## src/verilog/fpp_regs.svh

```systemverilog
// Purpose: offsets, field positions and reset values of the pin polarity bank
// Assumes: register index times four gives the APB byte address
// Notes: definitions only
`ifndef FPP_REGS_SVH
`define FPP_REGS_SVH

// register indices
`define FPP_TXCLK_IDX 6'h02
`define FPP_TXSYS_IDX 6'h03
`define FPP_RXSYS_IDX 6'h04
`define FPP_LINE_IDX 6'h05
`define FPP_ISUM_IDX 6'h06

// reset values and masks
`define FPP_TXCLK_RST 8'h00
`define FPP_TXSYS_RST 8'h00
`define FPP_RXSYS_RST 8'h10
`define FPP_LINE_RST 8'h00
`define FPP_TXCLK_MASK 8'h40
`define FPP_ISUM_MASK 8'h0F

// tx clock control fields
`define FPP_TX_CONST_CLK 6

// tx system fields
`define FPP_TX_EN_INV 0
`define FPP_TX_DATA_INV 1
`define FPP_TX_ICLK_INV 2
`define FPP_TX_FS_INV 3
`define FPP_TX_OH_INV 4
`define FPP_TX_OHEN_INV 5
`define FPP_TX_FS_DIR 6
`define FPP_TX_EN_MODE 7

// rx system fields
`define FPP_RX_EN_INV 0
`define FPP_RX_DATA_INV 1
`define FPP_RX_OCLK_INV 2
`define FPP_RX_FS_INV 3
`define FPP_RX_FORCE_HIGH 4
`define FPP_RX_LOS_INV 5
`define FPP_RX_OOF_INV 6
`define FPP_RX_EN_MODE 7

// line fields
`define FPP_TX_LINE_CLOCK_INV 0
`define FPP_TX_POSITIVE_RAIL_INV 1
`define FPP_TX_NEGATIVE_RAIL_INV 2
`define FPP_TX_POSITIVE_RAIL_FH 3
`define FPP_TX_NEGATIVE_RAIL_FH 4
`define FPP_RCLK_INV 5
`define FPP_RX_POSITIVE_RAIL_INV 6
`define FPP_RX_NEGATIVE_RAIL_INV 7

`endif

```

## src/verilog/fpp_pkg.sv

```systemverilog
// Purpose: types shared by the pin polarity bank
// Assumes: field order matches the inversion masks built in the bank
// Notes: none
package fpp_pkg;

  // pins arriving from outside, synchronised before use
  typedef struct packed {
    logic rx_negative_rail;
    logic rx_positive_rail;
    logic rx_line_clock;
    logic tx_overhead_enable;
    logic tx_overhead_data;
    logic tx_frame_start;
    logic tx_input_clock;
    logic tx_payload_in;
  } fpp_pins_in_t;

  // framer core signals on pclk
  typedef struct packed {
    logic tx_bit_clock;
    logic tx_payload_slot;
    logic tx_frame_last;
    logic tx_line_clock;
    logic tx_positive_rail;
    logic tx_negative_rail;
    logic rx_bit_clock;
    logic rx_payload_slot;
    logic rx_payload;
    logic rx_frame_start;
    logic rx_loss_of_signal;
    logic rx_out_of_frame;
  } fpp_core_in_t;

  // system and line pins driven by the bank
  typedef struct packed {
    logic tx_payload_enable;
    logic tx_frame_start_out;
    logic tx_frame_start_oe;
    logic rx_payload_enable;
    logic rx_payload_out;
    logic rx_output_clock;
    logic rx_frame_start;
    logic rx_loss_of_signal;
    logic rx_out_of_frame;
    logic tx_line_clock;
    logic tx_positive_rail;
    logic tx_negative_rail;
  } fpp_pins_out_t;

  typedef struct packed {
    logic [7:0] tx_clk_ctl_reg;
    logic [7:0] tx_sys_reg;
    logic [7:0] rx_sys_reg;
    logic [7:0] line_reg;
    logic [31:0] prdata_reg;
    logic pslverr_reg;
    fpp_pins_in_t sync1_reg;
    fpp_pins_in_t sync2_reg;
    fpp_pins_in_t core_pins_reg;
    fpp_pins_out_t pins_out_reg;
  } fpp_state_t;

endpackage : fpp_pkg

```

## src/verilog/fpp_bank.sv

```systemverilog
// Purpose: pin polarity and pin function bank of one framer, APB slave
// Assumes: core signals share pclk; pins from outside pass two synchroniser flops and an inversion flop
// Notes: zero wait states, pready is always high
//
// Added by the designer: the APB interface to the registers.
`timescale 1ns/1ps
`include "fpp_regs.svh"

module fpp_bank
  import fpp_pkg::*;
(
  // apb
  input wire logic pclk,
  input wire logic presetn,
  input wire logic psel,
  input wire logic penable,
  input wire logic pwrite,
  input wire logic [7:0] paddr,
  input wire logic [31:0] pwdata,
  output logic [31:0] prdata,
  output logic pready,
  output logic pslverr,
  // framer side
  input wire fpp_core_in_t core_in,
  input wire logic [3:0] framer_irq_drive,
  output fpp_pins_in_t core_pins,
  // pins
  input wire fpp_pins_in_t pins_in,
  output fpp_pins_out_t pins_out
);

  fpp_state_t st_q;
  fpp_state_t st_d;

  // decode of a byte address to a register index; shared by read and write
  function automatic logic [5:0] fpp_index(input logic [7:0] addr);
    fpp_index = addr[7:2];
  endfunction : fpp_index

  function automatic logic fpp_mapped(input logic [7:0] addr);
    logic [5:0] idx;
    idx = addr[7:2];
    fpp_mapped = (addr[1:0] == 2'h0) && (idx >= `FPP_TXCLK_IDX) && (idx <= `FPP_ISUM_IDX);
  endfunction : fpp_mapped

  logic wr_take;
  logic rd_setup;
  logic tx_clk_sel;
  logic tx_gate;
  logic rx_gate;
  fpp_pins_in_t in_inv_mask;

  assign pready = 1'b1;
  assign prdata = st_q.prdata_reg;
  assign pslverr = st_q.pslverr_reg;
  assign core_pins = st_q.core_pins_reg;
  assign pins_out = st_q.pins_out_reg;

  assign wr_take = psel && penable && pwrite && fpp_mapped(paddr);
  assign rd_setup = psel && !penable;

  always_comb begin
    st_d = st_q;
    // register writes; summary index ignores writes
    if (wr_take) begin
      case (fpp_index(paddr))
        `FPP_TXCLK_IDX: st_d.tx_clk_ctl_reg = pwdata[7:0] & `FPP_TXCLK_MASK;
        `FPP_TXSYS_IDX: st_d.tx_sys_reg = pwdata[7:0];
        `FPP_RXSYS_IDX: st_d.rx_sys_reg = pwdata[7:0];
        `FPP_LINE_IDX: st_d.line_reg = pwdata[7:0];
        default: st_d.tx_sys_reg = st_q.tx_sys_reg;
      endcase
    end
    // read data is captured in setup so it is stable through access
    if (rd_setup) begin
      st_d.prdata_reg = 32'h0000_0000;
      st_d.pslverr_reg = !fpp_mapped(paddr);
      case (fpp_index(paddr))
        `FPP_TXCLK_IDX: st_d.prdata_reg[7:0] = st_q.tx_clk_ctl_reg;
        `FPP_TXSYS_IDX: st_d.prdata_reg[7:0] = st_q.tx_sys_reg;
        `FPP_RXSYS_IDX: st_d.prdata_reg[7:0] = st_q.rx_sys_reg;
        `FPP_LINE_IDX: st_d.prdata_reg[7:0] = st_q.line_reg;
        `FPP_ISUM_IDX: st_d.prdata_reg[7:0] = {4'h0, framer_irq_drive};
        default: st_d.prdata_reg = 32'h0000_0000;
      endcase
    end
    // two-flop synchronisers; stage one feeds stage two only
    st_d.sync1_reg = pins_in;
    st_d.sync2_reg = st_q.sync1_reg;
    st_d.core_pins_reg = st_q.sync2_reg ^ in_inv_mask;
    // transmit system pins
    st_d.pins_out_reg.tx_payload_enable = tx_gate ^ st_q.tx_sys_reg[`FPP_TX_EN_INV];
    st_d.pins_out_reg.tx_frame_start_oe = st_q.tx_sys_reg[`FPP_TX_FS_DIR];
    st_d.pins_out_reg.tx_frame_start_out =
      core_in.tx_frame_last ^ st_q.tx_sys_reg[`FPP_TX_FS_INV];
    // receive system pins
    st_d.pins_out_reg.rx_payload_enable = rx_gate ^ st_q.rx_sys_reg[`FPP_RX_EN_INV];
    st_d.pins_out_reg.rx_payload_out =
      (core_in.rx_payload | st_q.rx_sys_reg[`FPP_RX_FORCE_HIGH])
      ^ st_q.rx_sys_reg[`FPP_RX_DATA_INV];
    st_d.pins_out_reg.rx_output_clock =
      core_in.rx_bit_clock ^ st_q.rx_sys_reg[`FPP_RX_OCLK_INV];
    st_d.pins_out_reg.rx_frame_start =
      core_in.rx_frame_start ^ st_q.rx_sys_reg[`FPP_RX_FS_INV];
    st_d.pins_out_reg.rx_loss_of_signal =
      core_in.rx_loss_of_signal ^ st_q.rx_sys_reg[`FPP_RX_LOS_INV];
    st_d.pins_out_reg.rx_out_of_frame =
      core_in.rx_out_of_frame ^ st_q.rx_sys_reg[`FPP_RX_OOF_INV];
    // line pins
    st_d.pins_out_reg.tx_line_clock = core_in.tx_line_clock ^ st_q.line_reg[`FPP_TX_LINE_CLOCK_INV];
    st_d.pins_out_reg.tx_positive_rail =
      (core_in.tx_positive_rail | st_q.line_reg[`FPP_TX_POSITIVE_RAIL_FH])
      ^ st_q.line_reg[`FPP_TX_POSITIVE_RAIL_INV];
    st_d.pins_out_reg.tx_negative_rail =
      (core_in.tx_negative_rail | st_q.line_reg[`FPP_TX_NEGATIVE_RAIL_FH])
      ^ st_q.line_reg[`FPP_TX_NEGATIVE_RAIL_INV];
  end

  // per-pin inversion of the synchronised inputs
  always_comb begin
    in_inv_mask = '0;
    in_inv_mask.tx_payload_in = st_q.tx_sys_reg[`FPP_TX_DATA_INV];
    in_inv_mask.tx_input_clock = st_q.tx_sys_reg[`FPP_TX_ICLK_INV];
    in_inv_mask.tx_frame_start = st_q.tx_sys_reg[`FPP_TX_FS_INV];
    in_inv_mask.tx_overhead_data = st_q.tx_sys_reg[`FPP_TX_OH_INV];
    in_inv_mask.tx_overhead_enable = st_q.tx_sys_reg[`FPP_TX_OHEN_INV];
    in_inv_mask.rx_line_clock = st_q.line_reg[`FPP_RCLK_INV];
    in_inv_mask.rx_positive_rail = st_q.line_reg[`FPP_RX_POSITIVE_RAIL_INV];
    in_inv_mask.rx_negative_rail = st_q.line_reg[`FPP_RX_NEGATIVE_RAIL_INV];
  end

  // shared enable or gapped clock; constant clock wins over the mode bit
  always_comb begin
    tx_clk_sel = st_q.tx_clk_ctl_reg[`FPP_TX_CONST_CLK];
    if (tx_clk_sel) begin
      tx_gate = core_in.tx_bit_clock;
    end else if (st_q.tx_sys_reg[`FPP_TX_EN_MODE]) begin
      tx_gate = core_in.tx_bit_clock & core_in.tx_payload_slot;
    end else begin
      tx_gate = core_in.tx_payload_slot;
    end
    if (st_q.rx_sys_reg[`FPP_RX_EN_MODE]) begin
      rx_gate = core_in.rx_bit_clock & core_in.rx_payload_slot;
    end else begin
      rx_gate = core_in.rx_payload_slot;
    end
  end

  // the frame-start pin defaults to input so nothing fights an external driver
  always_ff @(posedge pclk or negedge presetn) begin
    if (!presetn) begin
      st_q <= '0;
      st_q.tx_clk_ctl_reg <= `FPP_TXCLK_RST;
      st_q.tx_sys_reg <= `FPP_TXSYS_RST;
      st_q.rx_sys_reg <= `FPP_RXSYS_RST;
      st_q.line_reg <= `FPP_LINE_RST;
      st_q.pins_out_reg.rx_payload_out <= 1'b1;
    end else begin
      st_q <= st_d;
    end
  end
endmodule : fpp_bank

```

## config.mk

```make
export PLATFORM = sky130hd
export DESIGN_NAME = fpp_bank
export DESIGN_NICKNAME = d
export VERILOG_FILES = /design/src/verilog/fpp_pkg.sv /design/src/verilog/fpp_bank.sv
export VERILOG_INCLUDE_DIRS = /design/src /design/src/verilog
export SDC_FILE = /design/constraint.sdc
export NUM_CORES = 1
export LEC_CHECK = 0
export BUFFER_PORTS_ARGS = -buffer_cell sky130_fd_sc_hd__buf_2
export CORE_MARGIN = 4
export CORE_UTILIZATION = 45
export DETAILED_ROUTE_END_ITERATION = 6
export MAX_ROUTING_LAYER = met4
export PLACE_DENSITY = 0.75
export SLEW_MARGIN = 20
export SYNTH_ARGS = -nofsm -noshare
export SYNTH_HDL_FRONTEND = slang
export SYNTH_SLANG_ARGS = --single-unit
```

## constraint.sdc

```tcl
create_clock -name pclk -period 1.35 [get_ports pclk]
set_input_delay 0.135 -clock pclk [delete_from_list [all_inputs] [get_ports pclk]]
set_output_delay 0.135 -clock pclk [all_outputs]
set_load 0.02 [all_outputs]
```

==> flow_summary.ini, run 1 <==
[finish]
area_growth_pct = 19.2
largest_reg_flops = 24
layout_commonest_cell = buf_2
final_nets = 395
num-fill-cells = 576
mostFrequentLayoutCells = 73 x buf_2, 68 x dfrtp_1, 27 x mux2_2, 25 x conb_1, 15 x dlygate4sd3_1
fin_cells = 411
drive_gt1_share_pct = 41.8

[power]
power_density_nw_per_um2 = 1110
power.static_leakage_uw = 0.00187
power_uw = 4110
vdd_drop_max_mv = 0.539

[worst_setup_path]
end_kind = register
crit_path_cell_trace = buf_2 > nor4b_1 > and4_1 > nand3_2 > mux2_2
crit_fanout = 8
startpoint_type = input pin
crit_required_ns = 1.57
cp.arrival_ns = 1.51
crit_path_top_delay_cell = mux2_2
path_class = input pin to register
critPathMaxStageDelay_ns = 0.36

[route]
drt_iter0_markers = 77
drtPass1Iterations = 4
num_vias = 1968
drc = 0
routed_wl_um = 6170
routedWlPerCell_um = 15.0
viasPerCell = 4.79
final_antenna_net_count = 0

[synthesis]
ys_types = 37
ys_ff_latch = 70
async_flop_share_pct = 100
synthFlopType = dfrtp_1
synth_cells = 248
yosysSeqAreaShare_pct = 56.4
synth_area_um2 = 3110
synth_warnings = 0
synth_edf_count = 0
postSynthAreaPerCell_um2 = 12.5

[global_routing]
grt_pass1_wl_um = 9870
overflow = 0
grt_pass1_vias = 2017
antenna_found_initial = 1
grt_use_total_pct = 16.0
grt_max_degree = 71

[run]
maxCapViolCount = 0

[floorplanning]
die-area_um2 = 8300
start_util_pct = 46.0
core_um2 = 6760
rows = 30
io_pins = 123
fp.dieH_um = 91.1
die-width_um = 91.1

[timing]
min_period_over_period_pct = 95.9
skew_ns = 0.00882
fin_crit_ns = 1.29
fin_tns_setup_ns = 0
drv_slew = 0
rsz0062_at_grt = no
fmax_mhz = 772
report.final.hold_viol_count = 0
finalSetupViolations = 0

[cts]
ctsHtreeMaxLevel = 3
numCtsBuffers = 9
cts_hold_buf = 15
clock-root-buffer = clkbuf_8
clkTransAtPathRegs_ns = 0.06
clock_sinks = 70
postCtsResizedCells = 0
cts_setup_buffers = 0
insertion_delay_ns = 0.34
cts_tree = built
cts.path.max_buffers = 2

[min_path]
hold_class = input pin to register

[outcome]
outcome = complete, no violations

[place]
dp_cells = 380
gp_congestion = 0.793
dp_hpwl_um = 4530
port-buffer-count = 73
cell usage after synthesis, types with 2 or more instances:
master   count  share of area [%]
a211o_2      2               0.64
a21oi_1      7                1.1
a22oi_1      3               0.72
buf_2        3               0.48
buf_4       55                 13
conb_1       2               0.24
dfrtp_1     68                 55
dfstp_2      2                1.7
mux2_2      27                9.8
mux2i_1      5                1.6
nand2_1      6               0.72
nand3_1      6               0.97
nand3_2      2               0.64
nor2_1       9                1.1
nor2b_1      4               0.81
nor3_1       4               0.64
o21ai_0      6               0.97
xnor2_1      5                1.4
xor2_1      14                3.9
critical path: cells and delay by family:
family	cells	cell delay (ns)
simple gates	3	0.89
mux	1	0.36
buf+inv	1	0.12
logic make-up after synthesis:
logic type / count (synthesis) / synth area share (%)
compound gates: 24 / 5.07
simple gates: 41 / 7.49
xor+xnor: 19 / 5.35
mux: 32 / 11.4
other cells: 2 / 0.242
buf+inv: 60 / 14.0
flops: 70 / 56.4
worst paths after layout:
kind	slack, ns	startpoint	endpoint	depth (start not counted)
worst max-delay path	0.06	paddr[6]	st_q[78]	5
worst min-delay path	0.04	core_in[3]	pins_out[7]	3
worst max register to register	0.25	in_inv_mask[6]	prdata[6]	3
worst min register to register	0.35	st_d[24]	st_q[24]	0
max in group asynchronous	0.69	presetn	pins_out[0]	3
min in group asynchronous	0.34	presetn	st_d[23]	3
power by group:
group          switching [µW]  internal [µW]
logic                     256            171
registers                26.8           2160
clock network             741            755
per-stage QoR:
step / instance area (µm²) / setup WS (ns) / utilization (%) / hold slack [ns]
floorplan: 3200 / 0.0109 / - / -0.161
global placement: 3380 / -0.210 / 50.0 / 0.182
detailed placement: 3380 / -0.272 / 50.0 / 0.191
CTS: 3700 / 0.0970 / 54.8 / 0.0222
global route: 3700 / 0.0386 / 54.8 / 0.0404
finish: 3700 / 0.0553 / 54.8 / 0.0397
area by class of cell:
cell class,instances,area [µm²],share of cell area (%)
well taps,80,100,2.70
inverters,1,3.75,0.101
repair buffers,103,653,17.6
flip-flops and latches,70,1750,47.4
diodes,1,2.50,0.0676
clock buffers,12,155,4.19
multi-input cells,141,1010,27.4
clock inverters,3,20.0,0.541
per-layer routing:
layer / global-route usage [%] / vias to the layer above / share of wire [%]
met5: - / - / 0
met2: 23.1 / 83 / 45
li1: - / 921 / -
met3: 6.38 / 9 / 8.0
met4: 6.16 / 0 / 1.8
met1: 20.1 / 955 / 45
(Power assumes the default switching activity.)
==> run 2, diff against run 1 <==
--- a/config.mk
+++ b/config.mk
@@ -8,10 +8,10 @@
 export LEC_CHECK = 0
 export BUFFER_PORTS_ARGS = -buffer_cell sky130_fd_sc_hd__buf_2
 export CORE_MARGIN = 4
-export CORE_UTILIZATION = 45
+export CORE_UTILIZATION = 44
 export DETAILED_ROUTE_END_ITERATION = 6
 export MAX_ROUTING_LAYER = met4
-export PLACE_DENSITY = 0.75
+export PLACE_DENSITY = 0.76
 export SLEW_MARGIN = 20
 export SYNTH_ARGS = -nofsm -noshare
 export SYNTH_HDL_FRONTEND = slang
==> constraint.sdc (replaced) <==
create_clock -name pclk -period 1.1 [get_ports pclk]
set_input_delay 0.11 -clock pclk [delete_from_list [all_inputs] [get_ports pclk]]
set_output_delay 0.11 -clock pclk [all_outputs]
set_load 0.02 [all_outputs]
==> run 2 against run 1 <==
Compared with the run above:
- sequential power up 23%
- sequential share of layout area fell by 3.7 points
- flip-flop and latch count unchanged
- via count rose by 4.4%
- non-clock buffer count up 18
- first-iteration DRC count rose by 73%
- clock-buffer cell count decreased by 1
- power grew 37%
- cell count increased by 8.3%
- core utilization is 4.0 points higher
==> flow_summary.ini, run 2 (synthesized netlist as in run 1, its figures left out) <==
[run]
maxCapViolCount = 0

[worst_setup_path]
critical_path_buf_inv_count = 1
startpoint_type = input pin
cp.arrival_ns = 1.31
crit_required_ns = 1.32
crit_path_top_delay_cell = mux2_4
crit_fanout = 8
crit_family = simple AND/OR/NAND/NOR gates
path_class = input pin to register
critPathMaxStageDelay_ns = 0.35
end_kind = register
crit_path_cell_trace = buf_8 > nor4b_4 > and4_4 > nand3_4 > mux2_4

[place]
gp_congestion = 0.856
port-buffer-count = 73
dp_hpwl_um = 4840
place_area_um2 = 3560

[timing]
rsz0062_at_grt = yes
skew_ns = 0.00581
min_period_over_period_pct = 98.9
worst_pin_slew_ns = 0.549
fmax_mhz = 919
slew_headroom_pct = 63.3
report.final.hold_viol_count = 0
drv_slew = 0
fin_crit_ns = 1.09
finalSetupViolations = 0

[power]
power.static_leakage_uw = 0.00203
vdd_drop_max_mv = 0.703
power_uw = 5640
power_density_nw_per_um2 = 1400

[floorplanning]
die-width_um = 92.0
start_util_pct = 45.5
core_um2 = 6830
io_pins = 123
rows = 30
fp.dieH_um = 92.0
die-area_um2 = 8470

[cts]
cts_tree = built
clkTransAtPathRegs_ns = 0.08
clock_sinks = 70
cts.path.max_buffers = 2
insertion_delay_ns = 0.33
numCtsBuffers = 9
ctsHtreeMaxLevel = 3
clock-root-buffer = clkbuf_8

[global_routing]
grt_pass1_wl_um = 11000
grt_max_degree = 71
grt_pass1_vias = 2141
grt_use_total_pct = 17.3
antenna_found_initial = 0
overflow = 0

[finish]
design_area_um2 = 4020
layout_commonest_cell = buf_2
final_nets = 413
largest_reg_flops = 24
mostFrequentLayoutCells = 69 x buf_2, 68 x dfrtp_1, 33 x buf_4, 25 x conb_1, 17 x mux2_2
num-fill-cells = 570
num_antenna_cells = 0
area_growth_pct = 29.2
drive_gt1_share_pct = 46.7

[route]
final_antenna_net_count = 0
routedWlPerCell_um = 15.1
drt_iter0_markers = 133
viasPerCell = 4.62
drc = 0
drtPass1Iterations = 4
routed_wl_um = 6710
num_vias = 2054

[outcome]
outcome = complete, no violations

[min_path]
hold_class = input pin to register
run 2: tightest hold or removal path: cells and delay by family:
kind          cells  cell delay, ns
xor+xnor          1            0.12
buf+inv           1            0.08
simple gates      1            0.04
run 2: routing by layer:
layer	global-route usage (%)	part of all wire, %	vias up
li1	-	-	953
met1	23.4	45	992
met2	25.5	46	103
met3	4.84	8.6	6
met4	5.45	0.91	0
met5	-	0	-
run 2: repair_timing:
action | CTS | global route
hold buffers | 15 | 0
hold endpoints to repair | 82 | 0
gates resized for setup | 4 | 13
endpoints found under the setup margin | 17 | 27
cloned | 0 | 0
buffers inserted | 0 | 2
pin swaps | 0 | 5
run 2: final timing paths:
kind / slack [ns] / depth (start not counted) / to / start
setup / recovery: 0.01 / 5 / st_q[72] / paddr[7]
hold / removal: 0.03 / 3 / pins_out[7] / core_in[3]
setup reg to reg: 0.05 / 3 / prdata[6] / in_inv_mask[6]
hold reg to reg: 0.35 / 0 / st_q[26] / st_d[26]
max in group asynchronous: 0.43 / 3 / st_q[81] / presetn
min in group asynchronous: 0.33 / 3 / core_pins[5] / presetn
run 2: metrics by stage:
step | worst slack (ns) | setup TNS, ns | hold WS, ns | utilization (%) | cells
after CTS | 0.00136 | 0 | 0.0223 | 58.0 | 443
after floorplan | -0.161 | -2.62 | -0.186 | - | 271
after global routing | -0.0220 | -0.0684 | 0.0205 | 58.8 | 445
after global placement | -0.351 | -10.05 | 0.158 | 52.1 | 412
final | 0.0121 | 0 | 0.0285 | 58.8 | 445
after detailed placement | -0.419 | -11.05 | 0.160 | 52.1 | 412
run 2: layout make-up:
cell class,instances,area [µm²],share of cell area [%]
sequential,70,1750,43.7
multi-input combinational,141,1100,27.5
timing repair buffer,121,801,19.9
clock buffer,11,151,3.77
tap,96,120,2.99
clock inverter,5,81.3,2.03
inverter,1,3.75,0.0935
run 2: power breakdown:
part / internal (µW) / switching [µW] / total (µW)
clock: 1400 / 960 / 2360
combinational: 249 / 341 / 590
sequential: 2650 / 30.9 / 2690
==> run 3, diff against run 2 <==
--- a/config.mk
+++ b/config.mk
@@ -10,9 +10,8 @@
 export CORE_MARGIN = 4
 export CORE_UTILIZATION = 44
 export DETAILED_ROUTE_END_ITERATION = 6
-export MAX_ROUTING_LAYER = met4
 export PLACE_DENSITY = 0.76
-export SLEW_MARGIN = 20
+export SLEW_MARGIN = 25
 export SYNTH_ARGS = -nofsm -noshare
 export SYNTH_HDL_FRONTEND = slang
 export SYNTH_SLANG_ARGS = --single-unit
==> run 3 against run 2 <==
Compared with the run above:
- sequential share of layout area did not move
- highest routed layer unchanged
- core utilization did not move
- first-iteration DRC count grew 0.75%
- via count unchanged
- critical endpoint unchanged
- critical path depth stayed put
- combinational power about the same
- flip-flop and latch count is the same
- largest power group unchanged
- maximum frequency is 0.85% lower
- power barely moved
- wire length is essentially flat
==> flow_summary.ini, run 3 (synthesized netlist as in run 1, its figures left out) <==
[route]
wl_met2_um = 3080
drtPass1Iterations = 4
viasPerCell = 4.62
final_antenna_net_count = 0
drt_iter0_markers = 134
highest_layer = met4
num_vias = 2054
routedWlPerCell_um = 15.1
routed_wl_um = 6710
wl_met3_um = 540
drc = 0
met1_length_um = 3030

[cts]
numCtsBuffers = 9
clock_sinks = 70
cts.path.max_buffers = 2
cts_tree = built
clkTransAtPathRegs_ns = 0.07
insertion_delay_ns = 0.33
clock-root-buffer = clkbuf_8
ctsHtreeMaxLevel = 3

[worst_setup_path]
end_kind = register
crit_required_ns = 1.32
startpoint_type = input pin
crit_fanout = 8
r2r-start = in_inv_mask[6]
r2r_slack_ns = 0.03
cp.arrival_ns = 1.32
r2r-end = prdata[6]
worstRegToRegCells = 3
path_class = input pin to register

[finish]
area_growth_pct = 29.2
mostFrequentLayoutCells = 69 x buf_2, 68 x dfrtp_1, 33 x buf_4, 25 x conb_1, 17 x mux2_2
largest_reg_flops = 24
num_antenna_cells = 0
layout_commonest_cell = buf_2
final_nets = 413
num-fill-cells = 570
drive_gt1_share_pct = 46.7
fin_cells = 445

[floorplanning]
start_util_pct = 45.5
die-width_um = 92.0
io_pins = 123
rows = 30
die-area_um2 = 8470
fp.dieH_um = 92.0
core_um2 = 6830

[place]
port-buffer-count = 73
dp_cells = 412
pre_cts_slack_ns = -0.419
gp_congestion = 0.843
dp_hpwl_um = 4840

[timing]
slew_headroom_pct = 62.2
skew_ns = 0.00505
min_period_over_period_pct = 99.8
fin_ws_ns = 0.00272
fin_crit_ns = 1.10
rsz0062_at_grt = yes
fmax_mhz = 911
report.final.hold_viol_count = 0
drv_slew = 0
worst_pin_slew_ns = 0.567
finalSetupViolations = 0

[outcome]
outcome = complete, no violations

[run]
maxCapViolCount = 0

[min_path]
min_path_cells = 3
min-delay-start = core_in[3]
worstHoldEndpoint = pins_out[7]
hold_class = input pin to register

[power]
power_density_nw_per_um2 = 1400
power.static_leakage_uw = 0.00203
vdd_drop_max_mv = 0.703

[global_routing]
grt_pass1_vias = 2133
grt_use_total_pct = 16.9
grt_max_degree = 71
overflow = 0
antenna_found_initial = 0
grt_pass1_wl_um = 11000
## run 3: critical path, cell delays in order
cell     delay [ns]
buf_8          0.11
nor4b_4        0.25
and4_4         0.31
nand3_4        0.19
mux2_4         0.35
## run 3: worst max path at each step
stage	start	endpoint	slack (ns)	cells after the start
after detailed placement	paddr[6]	st_q[80]	-0.42	5
after global placement	paddr[6]	st_q[80]	-0.35	5
final	paddr[7]	st_q[72]	0.003	5
after CTS	pins_out[7]	pins_out[7]	0.001	1
after global routing	pins_out[7]	pins_out[7]	-0.02	1
after floorplan	paddr[4]	in_inv_mask[0]	-0.16	6
## run 3: timing repair
item	4_1_cts	5_1_grt
hold buffers	15	0
buffers inserted	0	2
gates resized for setup	4	13
setup endpoints to repair	17	27
pin swaps	0	5
hold endpoints to repair	82	0
## run 3: metal layers
metal / vias up / track usage (%)
met3: 6 / 5.50
met4: 0 / 5.45
met5: - / 0
li1: 953 / -
met2: 90 / 25.5
met1: 1005 / 22.9
## run 3: through the flow
stage	hold WS, ns	total power, µW	area [µm²]	util [%]	TNS (ns)
2_1_floorplan	-0.186	3110	3270	-	-2.62
3_3_place_gp	0.158	3250	3560	52.1	-10.05
3_5_place_dp	0.160	3260	3560	52.1	-11.05
4_1_cts	0.0223	5670	3960	58.0	0
5_1_grt	0.0205	5870	4020	58.8	-0.0684
6_report	0.0281	5630	4020	58.8	0
## run 3: power breakdown
| part | total (µW) | internal (µW) | leakage (µW) | switching (µW) |
|---|---|---|---|---|
| Combinational | 590 | 249 | 0.00103 | 341 |
| Sequential | 2690 | 2650 | 0.000886 | 30.8 |
| Clock | 2360 | 1400 | 0.000116 | 955 |
## run 3: final cells by class
| type | count | area [µm²] | area share (%) |
|---|---|---|---|
| Timing Repair Buffer | 121 | 801 | 19.9 |
| Inverter | 1 | 3.75 | 0.0935 |
| Clock inverter | 5 | 81.3 | 2.03 |
| Clock buffer | 11 | 151 | 3.77 |
| Sequential cell | 70 | 1750 | 43.7 |
| Tap cell | 96 | 120 | 2.99 |
| Multi-Input combinational cell | 141 | 1100 | 27.5 |
